[config.mk]
export PLATFORM = sky130hd
export DESIGN_NAME = port3_pinfunc
export DESIGN_NICKNAME = d
export VERILOG_FILES = /design/src/pkg/pinfunc_pkg.sv /design/src/design/overflow_divider.sv /design/src/design/pin_route.sv /design/src/design/port3_pinfunc.sv
export SDC_FILE = /design/constraint.sdc
export NUM_CORES = 1
export LEC_CHECK = 0
export BUFFER_PORTS_ARGS = -buffer_cell sky130_fd_sc_hd__buf_2
export CAP_MARGIN = 25
export CORE_MARGIN = 2
export CORE_UTILIZATION = 30
export CTS_BUF_LIST = sky130_fd_sc_hd__clkbuf_2
export DETAILED_ROUTE_END_ITERATION = 12
export PLACE_DENSITY = 0.64
export RECOVER_POWER = 100
export SLEW_MARGIN = 30
export SYNTH_ARGS = -nofsm -noshare
export SYNTH_HDL_FRONTEND = slang
export SYNTH_SLANG_ARGS = --single-unit
[constraint.sdc]
create_clock -name CLK_I -period 2.19 [get_ports CLK_I]
set_clock_uncertainty 0.05 [all_clocks]
set_input_delay 0.3285 -clock CLK_I [delete_from_list [all_inputs] [get_ports CLK_I]]
set_output_delay 0.3285 -clock CLK_I [all_outputs]
set_load 0.1 [all_outputs]
[src/pkg/pinfunc_pkg.sv]
package pinfunc_pkg;

  // ---------------------------------------------------------------
  // Bus geometry
  // ---------------------------------------------------------------
  localparam int unsigned ADDR_W = 12;
  localparam int unsigned DATA_W = 32;
  localparam int unsigned PIN_N  = 8;
  localparam int unsigned LCD_N  = 4;

  // ---------------------------------------------------------------
  // Register indices and byte addresses
  // ---------------------------------------------------------------
  localparam logic [7:0]        LOW_MODES_IDX  = 8'hA4;
  localparam logic [7:0]        HIGH_MODES_IDX = 8'hA5;
  localparam logic [7:0]        TOC_IDX        = 8'hA6;
  localparam logic [ADDR_W-1:0] LOW_MODES_ADDR  = {2'h0, LOW_MODES_IDX, 2'h0};
  localparam logic [ADDR_W-1:0] HIGH_MODES_ADDR = {2'h0, HIGH_MODES_IDX, 2'h0};
  localparam logic [ADDR_W-1:0] TOC_ADDR        = {2'h0, TOC_IDX, 2'h0};

  // ---------------------------------------------------------------
  // Reset values and field layout
  // ---------------------------------------------------------------
  localparam logic [7:0] LOW_MODES_RST  = 8'hFF;
  localparam logic [7:0] HIGH_MODES_RST = 8'h00;
  localparam logic [7:0] TOC_RST        = 8'h00;
  localparam int unsigned MODE_W  = 2;
  localparam logic [1:0]  MODE_ALT = 2'h3;
  localparam int unsigned T1_SEL_LSB  = 6;
  localparam int unsigned T2_SEL_LSB  = 3;
  localparam int unsigned SYS_SEL_LSB = 0;
  localparam int unsigned TOUCH_PIN   = 4;
  localparam int unsigned T1_CLK_PIN  = 5;
  localparam int unsigned T1_COMP_PIN = 6;
  localparam int unsigned SYSO_PIN    = 7;

  // ---------------------------------------------------------------
  // Divider codes, periods and high counts
  // ---------------------------------------------------------------
  localparam logic [2:0] DIV_HALF           = 3'h0;
  localparam logic [2:0] DIV_THIRD          = 3'h1;
  localparam logic [2:0] DIV_QUARTER        = 3'h2;
  localparam logic [2:0] DIV_TWO_THIRDS     = 3'h5;
  localparam logic [2:0] DIV_THREE_QUARTERS = 3'h6;
  localparam logic [2:0] PERIOD_2 = 3'h2;
  localparam logic [2:0] PERIOD_3 = 3'h3;
  localparam logic [2:0] PERIOD_4 = 3'h4;
  localparam logic [2:0] HIGH_1   = 3'h1;
  localparam logic [2:0] HIGH_2   = 3'h2;
  localparam logic [2:0] HIGH_3   = 3'h3;

  // ---------------------------------------------------------------
  // Carriers
  // ---------------------------------------------------------------
  typedef struct packed {
    logic              psel;
    logic              penable;
    logic              pwrite;
    logic [ADDR_W-1:0] paddr;
    logic [DATA_W-1:0] pwdata;
  } apb_req_t;

  typedef struct packed {
    logic              pready;
    logic [DATA_W-1:0] prdata;
    logic              pslverr;
  } apb_rsp_t;

endpackage : pinfunc_pkg

[src/design/overflow_divider.sv]
`timescale 1ns/10ps
module overflow_divider
  import pinfunc_pkg::*;
(
  input  wire logic       clk_i,
  input  wire logic       rst_i,
  input  wire logic       tick_i,
  input  wire logic [2:0] code_i,
  output logic            out_o
);

  typedef struct packed {
    logic [2:0] cnt;
    logic       out;
  } div_state_t;

  div_state_t st;
  div_state_t next_st;
  logic [2:0] period;
  logic [2:0] high;
  logic [2:0] cnt_inc;

  always_comb begin
    next_st = st;
    cnt_inc = 3'(st.cnt + 3'h1);
    // RULE8 RULE9 duty decode.
    case (code_i)
      DIV_THIRD: begin
        period = PERIOD_3;
        high   = HIGH_1;
      end
      DIV_QUARTER: begin
        period = PERIOD_4;
        high   = HIGH_1;
      end
      DIV_TWO_THIRDS: begin
        period = PERIOD_3;
        high   = HIGH_2;
      end
      DIV_THREE_QUARTERS: begin
        period = PERIOD_4;
        high   = HIGH_3;
      end
      // RULE10 half fallback.
      default: begin
        period = PERIOD_2;
        high   = HIGH_1;
      end
    endcase
    // RULE10 count overflow events.
    if (tick_i) begin
      next_st.cnt = (cnt_inc >= period) ? 3'h0 : cnt_inc;
      next_st.out = (next_st.cnt < high);
    end
  end

  always_ff @(posedge clk_i) begin
    if (rst_i) begin
      st <= '0;
    end else begin
      st <= next_st;
    end
  end

  assign out_o = st.out;
endmodule : overflow_divider

[src/design/pin_route.sv]
`timescale 1ns/10ps
module pin_route
  import pinfunc_pkg::*;
(
  input  wire logic [1:0] mode_i,
  input  wire logic       port_out_i,
  input  wire logic       port_oe_i,
  input  wire logic       alt_out_i,
  input  wire logic       alt_oe_i,
  output logic            out_o,
  output logic            oe_o
);

  // RULE1 mode three selects alternate.
  always_comb begin
    out_o = (mode_i == MODE_ALT) ? alt_out_i : port_out_i;
    oe_o  = (mode_i == MODE_ALT) ? alt_oe_i : port_oe_i;
  end

endmodule : pin_route

[src/design/port3_pinfunc.sv]
// How it works
// RULE1: Each port-3 pin has a two-bit mode field; four fields per register.
// RULE2: Pins 0 to 3 reset to mode 3 and then drive LCD segments.
// RULE3: Pins 4 to 7 reset to mode 0; pin 7 mode 3 outputs divided clock.
// RULE4: Pin 6 mode 3 drives the timer 1 complementary output.
// RULE5: Pin 5 mode 3 drives the timer 1 divided overflow clock.
// RULE6: Pin 4 mode 3 connects to touch-key charge collection.
// RULE7: Timer 1 output field bits 7:6 resets zero; selects half, third, quarter.
// RULE8: Timer 2 output field bits 5:3 resets zero; selects half, third, quarter.
// RULE9: Timer 2 codes 101 and 110 give two-thirds and three-quarter duty.
// RULE10: Duty counts overflow events high; unknown codes give half duty, half rate.
//
// Added by the designer: the APB register port.
`timescale 1ns/10ps
module port3_pinfunc
  import pinfunc_pkg::*;
(
  input  wire logic                    CLK_I,
  input  wire logic                    RST_I,
  input  wire pinfunc_pkg::apb_req_t   APB_I,
  output pinfunc_pkg::apb_rsp_t        APB_O,
  input  wire logic [7:0]              PIN_I,
  output logic [7:0]                   PIN_O,
  output logic [7:0]                   PIN_OE_O,
  input  wire logic [7:0]              PORT_OUT_I,
  input  wire logic [7:0]              PORT_OE_I,
  output logic [7:0]                   PORT_IN_O,
  output logic [15:0]                  PIN_MODES_O,
  input  wire logic [3:0]              LCD_SEG_I,
  input  wire logic                    TOUCH_OUT_I,
  input  wire logic                    TOUCH_OE_I,
  output logic                         TOUCH_IN_O,
  input  wire logic                    TIMER1_OVF_I,
  input  wire logic                    TIMER2_OVF_I,
  output logic                         TIMER1_CLK_O,
  output logic                         TIMER2_CLK_O
);

  import pinfunc_pkg::*;

  // ---------------------------------------------------------------
  // State
  // ---------------------------------------------------------------
  typedef struct packed {
    logic [7:0]        low_modes;
    logic [7:0]        high_modes;
    logic [7:0]        toc;
    logic [7:0]        sync1;
    logic [7:0]        sync2;
    logic [7:0]        pin_out;
    logic [7:0]        pin_oe;
    logic [DATA_W-1:0] prdata;
    logic              slverr;
  } top_state_t;

  top_state_t        st;
  top_state_t        next_st;
  logic [15:0]       modes;
  logic [7:0]        alt_out;
  logic [7:0]        alt_oe;
  logic [7:0]        route_out;
  logic [7:0]        route_oe;
  logic              t1_clk;
  logic              t2_clk;
  logic              sys_clk_div;
  logic              setup;
  logic              access;
  logic              hit_low;
  logic              hit_high;
  logic              hit_toc;

  assign modes = {st.high_modes, st.low_modes};

  // ---------------------------------------------------------------
  // Output dividers
  // ---------------------------------------------------------------
  // RULE7 timer 1 duty select.
  overflow_divider u_timer1_div (
    .clk_i  (CLK_I),
    .rst_i  (RST_I),
    .tick_i (TIMER1_OVF_I),
    .code_i ({1'b0, st.toc[T1_SEL_LSB +: 2]}),
    .out_o  (t1_clk)
  );

  // RULE8 timer 2 duty select.
  overflow_divider u_timer2_div (
    .clk_i  (CLK_I),
    .rst_i  (RST_I),
    .tick_i (TIMER2_OVF_I),
    .code_i (st.toc[T2_SEL_LSB +: 3]),
    .out_o  (t2_clk)
  );

  overflow_divider u_sysclk_div (
    .clk_i  (CLK_I),
    .rst_i  (RST_I),
    .tick_i (1'b1),
    .code_i (st.toc[SYS_SEL_LSB +: 3]),
    .out_o  (sys_clk_div)
  );

  // ---------------------------------------------------------------
  // Alternate functions
  // ---------------------------------------------------------------
  always_comb begin
    alt_out = '0;
    alt_oe  = '0;
    // RULE2 LCD segment drive.
    alt_out[LCD_N-1:0] = LCD_SEG_I;
    alt_oe[LCD_N-1:0]  = '1;
    // RULE6 touch charge collect.
    alt_out[TOUCH_PIN] = TOUCH_OUT_I;
    alt_oe[TOUCH_PIN]  = TOUCH_OE_I;
    // RULE5 timer 1 clock.
    alt_out[T1_CLK_PIN]  = t1_clk;
    alt_oe[T1_CLK_PIN]   = 1'b1;
    // RULE4 timer 1 complement.
    alt_out[T1_COMP_PIN] = ~t1_clk;
    alt_oe[T1_COMP_PIN]  = 1'b1;
    // RULE3 divided system clock.
    alt_out[SYSO_PIN] = sys_clk_div;
    alt_oe[SYSO_PIN]  = 1'b1;
  end

  genvar k;
  generate
    for (k = 0; k < PIN_N; k++) begin : g_pin
      pin_route u_route (
        .mode_i     (modes[MODE_W*k +: MODE_W]),
        .port_out_i (PORT_OUT_I[k]),
        .port_oe_i  (PORT_OE_I[k]),
        .alt_out_i  (alt_out[k]),
        .alt_oe_i   (alt_oe[k]),
        .out_o      (route_out[k]),
        .oe_o       (route_oe[k])
      );
    end
  endgenerate

  // ---------------------------------------------------------------
  // Register bus
  // ---------------------------------------------------------------
  assign setup    = APB_I.psel && !APB_I.penable;
  assign access   = APB_I.psel && APB_I.penable;
  assign hit_low  = (APB_I.paddr == LOW_MODES_ADDR);
  assign hit_high = (APB_I.paddr == HIGH_MODES_ADDR);
  assign hit_toc  = (APB_I.paddr == TOC_ADDR);

  always_comb begin
    next_st         = st;
    next_st.sync1   = PIN_I;
    next_st.sync2   = st.sync1;
    next_st.pin_out = route_out;
    next_st.pin_oe  = route_oe;
    if (setup) begin
      next_st.slverr = !(hit_low || hit_high || hit_toc);
      next_st.prdata = '0;
      if (hit_low) begin
        next_st.prdata[7:0] = st.low_modes;
      end else if (hit_high) begin
        next_st.prdata[7:0] = st.high_modes;
      end else if (hit_toc) begin
        next_st.prdata[7:0] = st.toc;
      end
    end
    // RULE1 field write.
    if (access && APB_I.pwrite) begin
      if (hit_low) begin
        next_st.low_modes = APB_I.pwdata[7:0];
      end
      if (hit_high) begin
        next_st.high_modes = APB_I.pwdata[7:0];
      end
      if (hit_toc) begin
        next_st.toc = APB_I.pwdata[7:0];
      end
    end
  end

  always_ff @(posedge CLK_I) begin
    if (RST_I) begin
      st            <= '0;
      // RULE2 low modes reset.
      st.low_modes  <= LOW_MODES_RST;
      // RULE3 high modes reset.
      st.high_modes <= HIGH_MODES_RST;
      // RULE7 RULE8 control reset.
      st.toc        <= TOC_RST;
    end else begin
      st <= next_st;
    end
  end

  // ---------------------------------------------------------------
  // Outputs
  // ---------------------------------------------------------------
  assign APB_O.pready  = 1'b1;
  assign APB_O.prdata  = st.prdata;
  assign APB_O.pslverr = access && st.slverr;
  assign PIN_O         = st.pin_out;
  assign PIN_OE_O      = st.pin_oe;
  assign PORT_IN_O     = st.sync2;
  assign PIN_MODES_O   = modes;
  assign TOUCH_IN_O    = (modes[MODE_W*TOUCH_PIN +: MODE_W] == MODE_ALT) && st.sync2[TOUCH_PIN];
  assign TIMER1_CLK_O  = t1_clk;
  assign TIMER2_CLK_O  = t2_clk;
endmodule : port3_pinfunc

# Word-level counts from Yosys, hierarchy flattened

Cells that the tools add are included.

Register bits: 77
Bits in latches: 0
Memory bits (writable): 0
ROM bits: 0
Input port bits: 81
Output and inout bits: 77
Word-level logic and storage cells: 89
Memories kept: 0

$add $sub $neg: 3
$mul: 0
Div/mod/pow operators: 0
Magnitude comparators: 6
Equal/unequal tests: 21
Shift-type cells: 0
Mux-type cells: 27
Bitwise logic cells: 1
Reductions and logical operators: 16

Operator list:

| kind                 | count |
|---|---|
| $eq 12x10->1 const B | 3 |
| $mux 8               | 3 |
| $eq 2x2->1 const B   | 9 |
| $pmux 3 s2           | 3 |
| $mux 1               | 16 |
| $eq 3x3->1 const B   | 4 |
| $add 3x1->3 const B  | 3 |
| $ge 3x3->1           | 3 |
| $mux 3               | 3 |
| $pmux 2 s2           | 2 |
| $reduce_or 2->1      | 4 |
| $eq 3x1->1 const B   | 2 |
| $eq 3x2->1 const B   | 2 |
| $lt 3x2->1           | 2 |
| $reduce_and 2->1     | 3 |
| $logic_and 1x1->1    | 5 |
| $lt 3x1->1 const B   | 1 |
| $eq 2x1->1 const B   | 1 |
| $logic_not 1->1      | 2 |
| $logic_or 1x1->1     | 2 |
| $not 1->1            | 1 |

# Logic depth before layout (Yosys ltp)

Word-level depth: 6
Mapped depth: 10
Gate-level depth less buffers: 10

# Cells and area by module

From an unflattened synthesis, not the netlist that was laid out.

Cells, all modules: 442
Area, all modules: 4,230.3 µm²

Modules (own cells, without submodules):

| module           | times used | cells each | area an instance (µm²) | sequential area each (µm²) |
|---|---|---|---|---|
| port3_pinfunc    | 1          | 313        | 3,051.7                | 1,301.2 |
| overflow_divider | 3          | 35         | 322.8                  | 80.1 |
| pin_route        | 8          | 3          | 26.3                   | 0.0 |

# Worst setup path before layout

Ideal clock, no wire load.

Path type: reg2reg
From: register u_timer2_div.st[1] (netlist name)
To: register u_timer2_div.st (netlist bit u_timer2_div.out_o)
Setup time: 0.071 ns
Arrival: 2.060 ns
Data required time: 2.069 ns
Path slack: 0.010 ns
Cell stages (with the launch flop): 11
Path buffers: 0
Period minus slack after synthesis: 2.180 ns
Cell sequence: dfxtp_1 > ha_1 > xor2_1 > ha_1 > a21oi_1 > o21a_1 > and2_1 > ha_1 > a31oi_1 > o211ai_1 > a21oi_1

Word-level cells in the longest chain between the ends: 4

Ends and longest elaborated chain:

| element                | RTL line               | text |
|---|---|---|
| from (decl)            | overflow_divider.sv:17 | `div_state_t st;` |
| from (signal assigned) | overflow_divider.sv:61 | `st <= next_st;` |
| $add 3x1->3 (*)        | overflow_divider.sv:25 | `cnt_inc = 3'(st.cnt + 3'h1);` |
| $ge 3x3->1             | overflow_divider.sv:52 | `next_st.cnt = (cnt_inc >= period) ? 3'h0 : cnt_inc;` |
| $mux 3 (*)             | overflow_divider.sv:52 |  |
| $lt 3x2->1 (*)         | overflow_divider.sv:53 | `next_st.out = (next_st.cnt < high);` |

Every way passes the cells marked *; elsewhere a longest branch is shown, timed or not.
A chain may end at the register's enable or synchronous reset.

==> flow_metrics.env <==
export IMPL_netlist_instances=429
export IMPL_min_from="APB_I[1]"
export IMPL_comb_power_share_pct=33.1
export IMPL_whs_ps=55.7
export IMPL_yosys_top_cells_area="dfxtp_1 40%, buf_4 14%, mux2i_1 7.4%, nand2b_1 6.4%, ha_1 4.5%"
export IMPL_fmaxAchievable_ghz=0.455
export IMPL_grt_pass1_vias=2959
export IMPL_die_area_um2=13900
export IMPL_ys_types=41
export IMPL_grtUsageTotal_pct=12.3
export IMPL_syn_area_um2=3900
export IMPL_die_w_um=118
export IMPL_critPathMaxFanout=3
export IMPL_finalSetupViolations=1
export IMPL_grt_max_degree=75
export IMPL_fin_ws_ps=-8.56
export IMPL_period_minus_slack_ps=2200
export IMPL_final_area_um2=4880
export IMPL_tightest_slew_ps=1250
export IMPL_path_clk_slew_ps=170
export IMPL_multiInputGateArea_um2=1970
export IMPL_cts_tree="built"
export IMPL_hpwlAfterDp_um=6410
export IMPL_syn_to_final_growth_pct=25.2
export IMPL_yosysTopAreaCellShare_pct=39.5
export IMPL_drt_initial_drc_count=125
export IMPL_endpoint_kind="register"
export IMPL_critPathArrivalTime_ps=2600
export IMPL_p_seq_share_pct=45.5
export IMPL_wirelength_um=8800
export IMPL_peakVddDrop_mv=0.290
export IMPL_final_common_cell="buf_2"
export IMPL_synthArstFlopShare_pct=0
export IMPL_clockPowerShare_pct=21.4
export IMPL_detail_route_wl_per_cell_um=12.3
export IMPL_initial_core_util_pct=30.8
export IMPL_synth_avg_cell_area_um2=9.09
export IMPL_slew_viol_final=0
export IMPL_clock_latency_ps=520
export IMPL_final_cell_mix="108 x buf_2, 71 x dfxtp_1, 37 x nand2b_1, 37 x dlygate4sd3_1"
export IMPL_placementRows=41
export IMPL_die_y_um=118
export IMPL_ys_ff_latch=77
export IMPL_reg2reg_to="u_sysclk_div.out_o"
export IMPL_worstHoldPathType="in -> reg"
export IMPL_antenna_found_initial=0
export IMPL_holdPathStages=3
export IMPL_grt_pass1_wl_um=13900
export IMPL_drt_vias_per_instance=4.40
export IMPL_ant_nets=0
export IMPL_sw_frac_of_total_pct=35.9
export IMPL_p_leak_nw=2.22
export IMPL_reg2reg_slack_ps=-9
export IMPL_violations="setup timing"
export IMPL_place_area_um2=4240
export IMPL_maxCapViolations=0
export IMPL_dpl_cell_count=658
export IMPL_cts_root_buf="clkbuf_2"
export IMPL_grt_setup_unrepaired="true"
export IMPL_antenna_cells=0
export IMPL_layout_area_seq_um2=1550
export IMPL_vias=3138
export IMPL_hold_viol_final=0
export IMPL_io_buffers=108
export IMPL_yosysTopAreaCell="dfxtp_1"
export IMPL_cts_buffers=9
export IMPL_critPathKind="reg -> reg"
export IMPL_core_um2=12700
export IMPL_powerDensity_nw_per_um2=683
export IMPL_p_int_mw=2.14
export IMPL_cts_buffer_depth=2
export IMPL_yosys_warnings=0
export IMPL_numClockSinks=77
export IMPL_place_congestion=0.757
export IMPL_io_pins=158
export IMPL_period_share_pct=100
export IMPL_rr_worst_depth=10
export IMPL_grt_overflow=0
export IMPL_outcome="finished with violations"
export IMPL_firstDrtPassIters=4
export IMPL_cts_htree_levels=3
export IMPL_p_sw_mw=1.20
export IMPL_fin_nets=633
export IMPL_r2r_start="st[65]"
export IMPL_synth_seq_area_share_pct=39.5
export IMPL_critPathRequiredTime_ps=2590
export IMPL_slew_headroom_pct=16.9
export IMPL_ys_flop_type="dfxtp_1"
export IMPL_layout_drive_gt1_share_pct=30.9
export IMPL_drc=0
export IMPL_fin_cells=713
export IMPL_fillerInstances=1271
export IMPL_holdPathEnd="st[66]"
export IMPL_startpoint_type="register"
export IMPL_synth_edf_count=0
worst max-delay path, stage by stage, from the launching register on:
cell and delay [ps]:
dfxtp_2 360, buf_4 130, nand2b_4 130, inv_2 70
ha_4 190, a21o_1 180, a21oi_2 170, and2_1 150
ha_1 240, a311o_1 370, a21oi_2 110
sequential cells by signal, indices dropped and copies added, names as in the netlist, 3 cells and up:
register / flops
PIN_MODES_O: 16
st: 9
APB_O: 8
PIN_OE_O: 8
PIN_O: 8
PORT_IN_O: 8
next_st: 8
u_sysclk_div.st: 3
u_timer1_div.st: 3
u_timer2_div.st: 3
final cells by class:
class                      instances  share of cell area [%]
multi-input combinational        282                    40.4
clock inverter                     5                    1.10
inverter                           6                   0.461
clock buffer                       9                   0.922
tap                              172                    4.41
timing repair buffer             162                    21.0
sequential                        77                    31.8
logic make-up (layout without fill, tap and decap cells):
group,count (synthesis),after routing,share of synthesized area (%)
and+or+nand+nor,154,154,22.5
buffers and inverters,93,182,16.2
DFF,77,77,39.5
AOI/OAI and AO/OA,57,57,8.92
muxes,29,29,7.44
adders and majority gates,14,14,4.49
xor gates and xnor gates,3,3,0.674
other,2,25,0.193
cell usage after synthesis, drive strengths merged (4+ instances only):
master   n
dfxtp   77
buf     76
nand2b  40
mux2i   29
nor2    29
a21oi   28
nor2b   25
nand2   22
ha      14
nand3   12
clkbuf  11
o21ai    9
inv      6
a22o     5
nor3     5
a31oi    4
worst max-delay path by stage:
stage	startpoint	end	slack [ps]
3_3_place_gp	u_timer2_div.st[1]	u_timer2_div.out_o	20
3_5_place_dp	u_timer2_div.st[2]	u_timer2_div.out_o	-140
6_report	st[65]	u_sysclk_div.out_o	-9
2_1_floorplan	u_timer2_div.st[1]	u_timer2_div.out_o	10
5_1_grt	st[65]	u_sysclk_div.out_o	-80
4_1_cts	u_timer2_div.st[1]	u_timer2_div.out_o	-10
stage by stage:
stage          setup slack (ps)  power (mW)  utilization [%]  setup TNS (ps)
4_1_cts                   -12.9        3.27             37.8           -12.9
5_1_grt                   -79.4        3.54             38.5           -95.0
6_report                  -8.56        3.34             38.5           -8.56
3_3_place_gp               21.8        2.38             33.5               0
2_1_floorplan              9.65        2.29                -               0
3_5_place_dp               -142        2.42             33.5            -203
what timing repair did:
item	CTS	global route
pin swaps	8	7
buffers inserted	1	3
gates cloned	0	0
endpoints found under the hold margin	38	0
endpoints found under the setup margin	2	3
hold buffers	37	0
resized for setup	17	18
metal layers:
| layer | wire (um) | up-vias | global-route usage, % |
|---|---|---|---|
| met4 | 214 | 0 | 4.59 |
| met2 | 4270 | 116 | 20.6 |
| met5 | 0 | - | 0 |
| li1 | - | 1566 | - |
| met1 | 3680 | 1439 | 14.4 |
| met3 | 636 | 17 | 4.70 |
power by group through the flow:
stage | combinational, mW | sequential, mW | clock [mW]
floorplan | 0.726 | 1.56 | 0
CTS | 0.999 | 1.51 | 0.754
detailed placement | 0.888 | 1.53 | 0
global placement | 0.856 | 1.53 | 0
finish | 1.11 | 1.52 | 0.713
global route | 1.19 | 1.53 | 0.822
No activity file was read; power rests on OpenSTA's default activity.
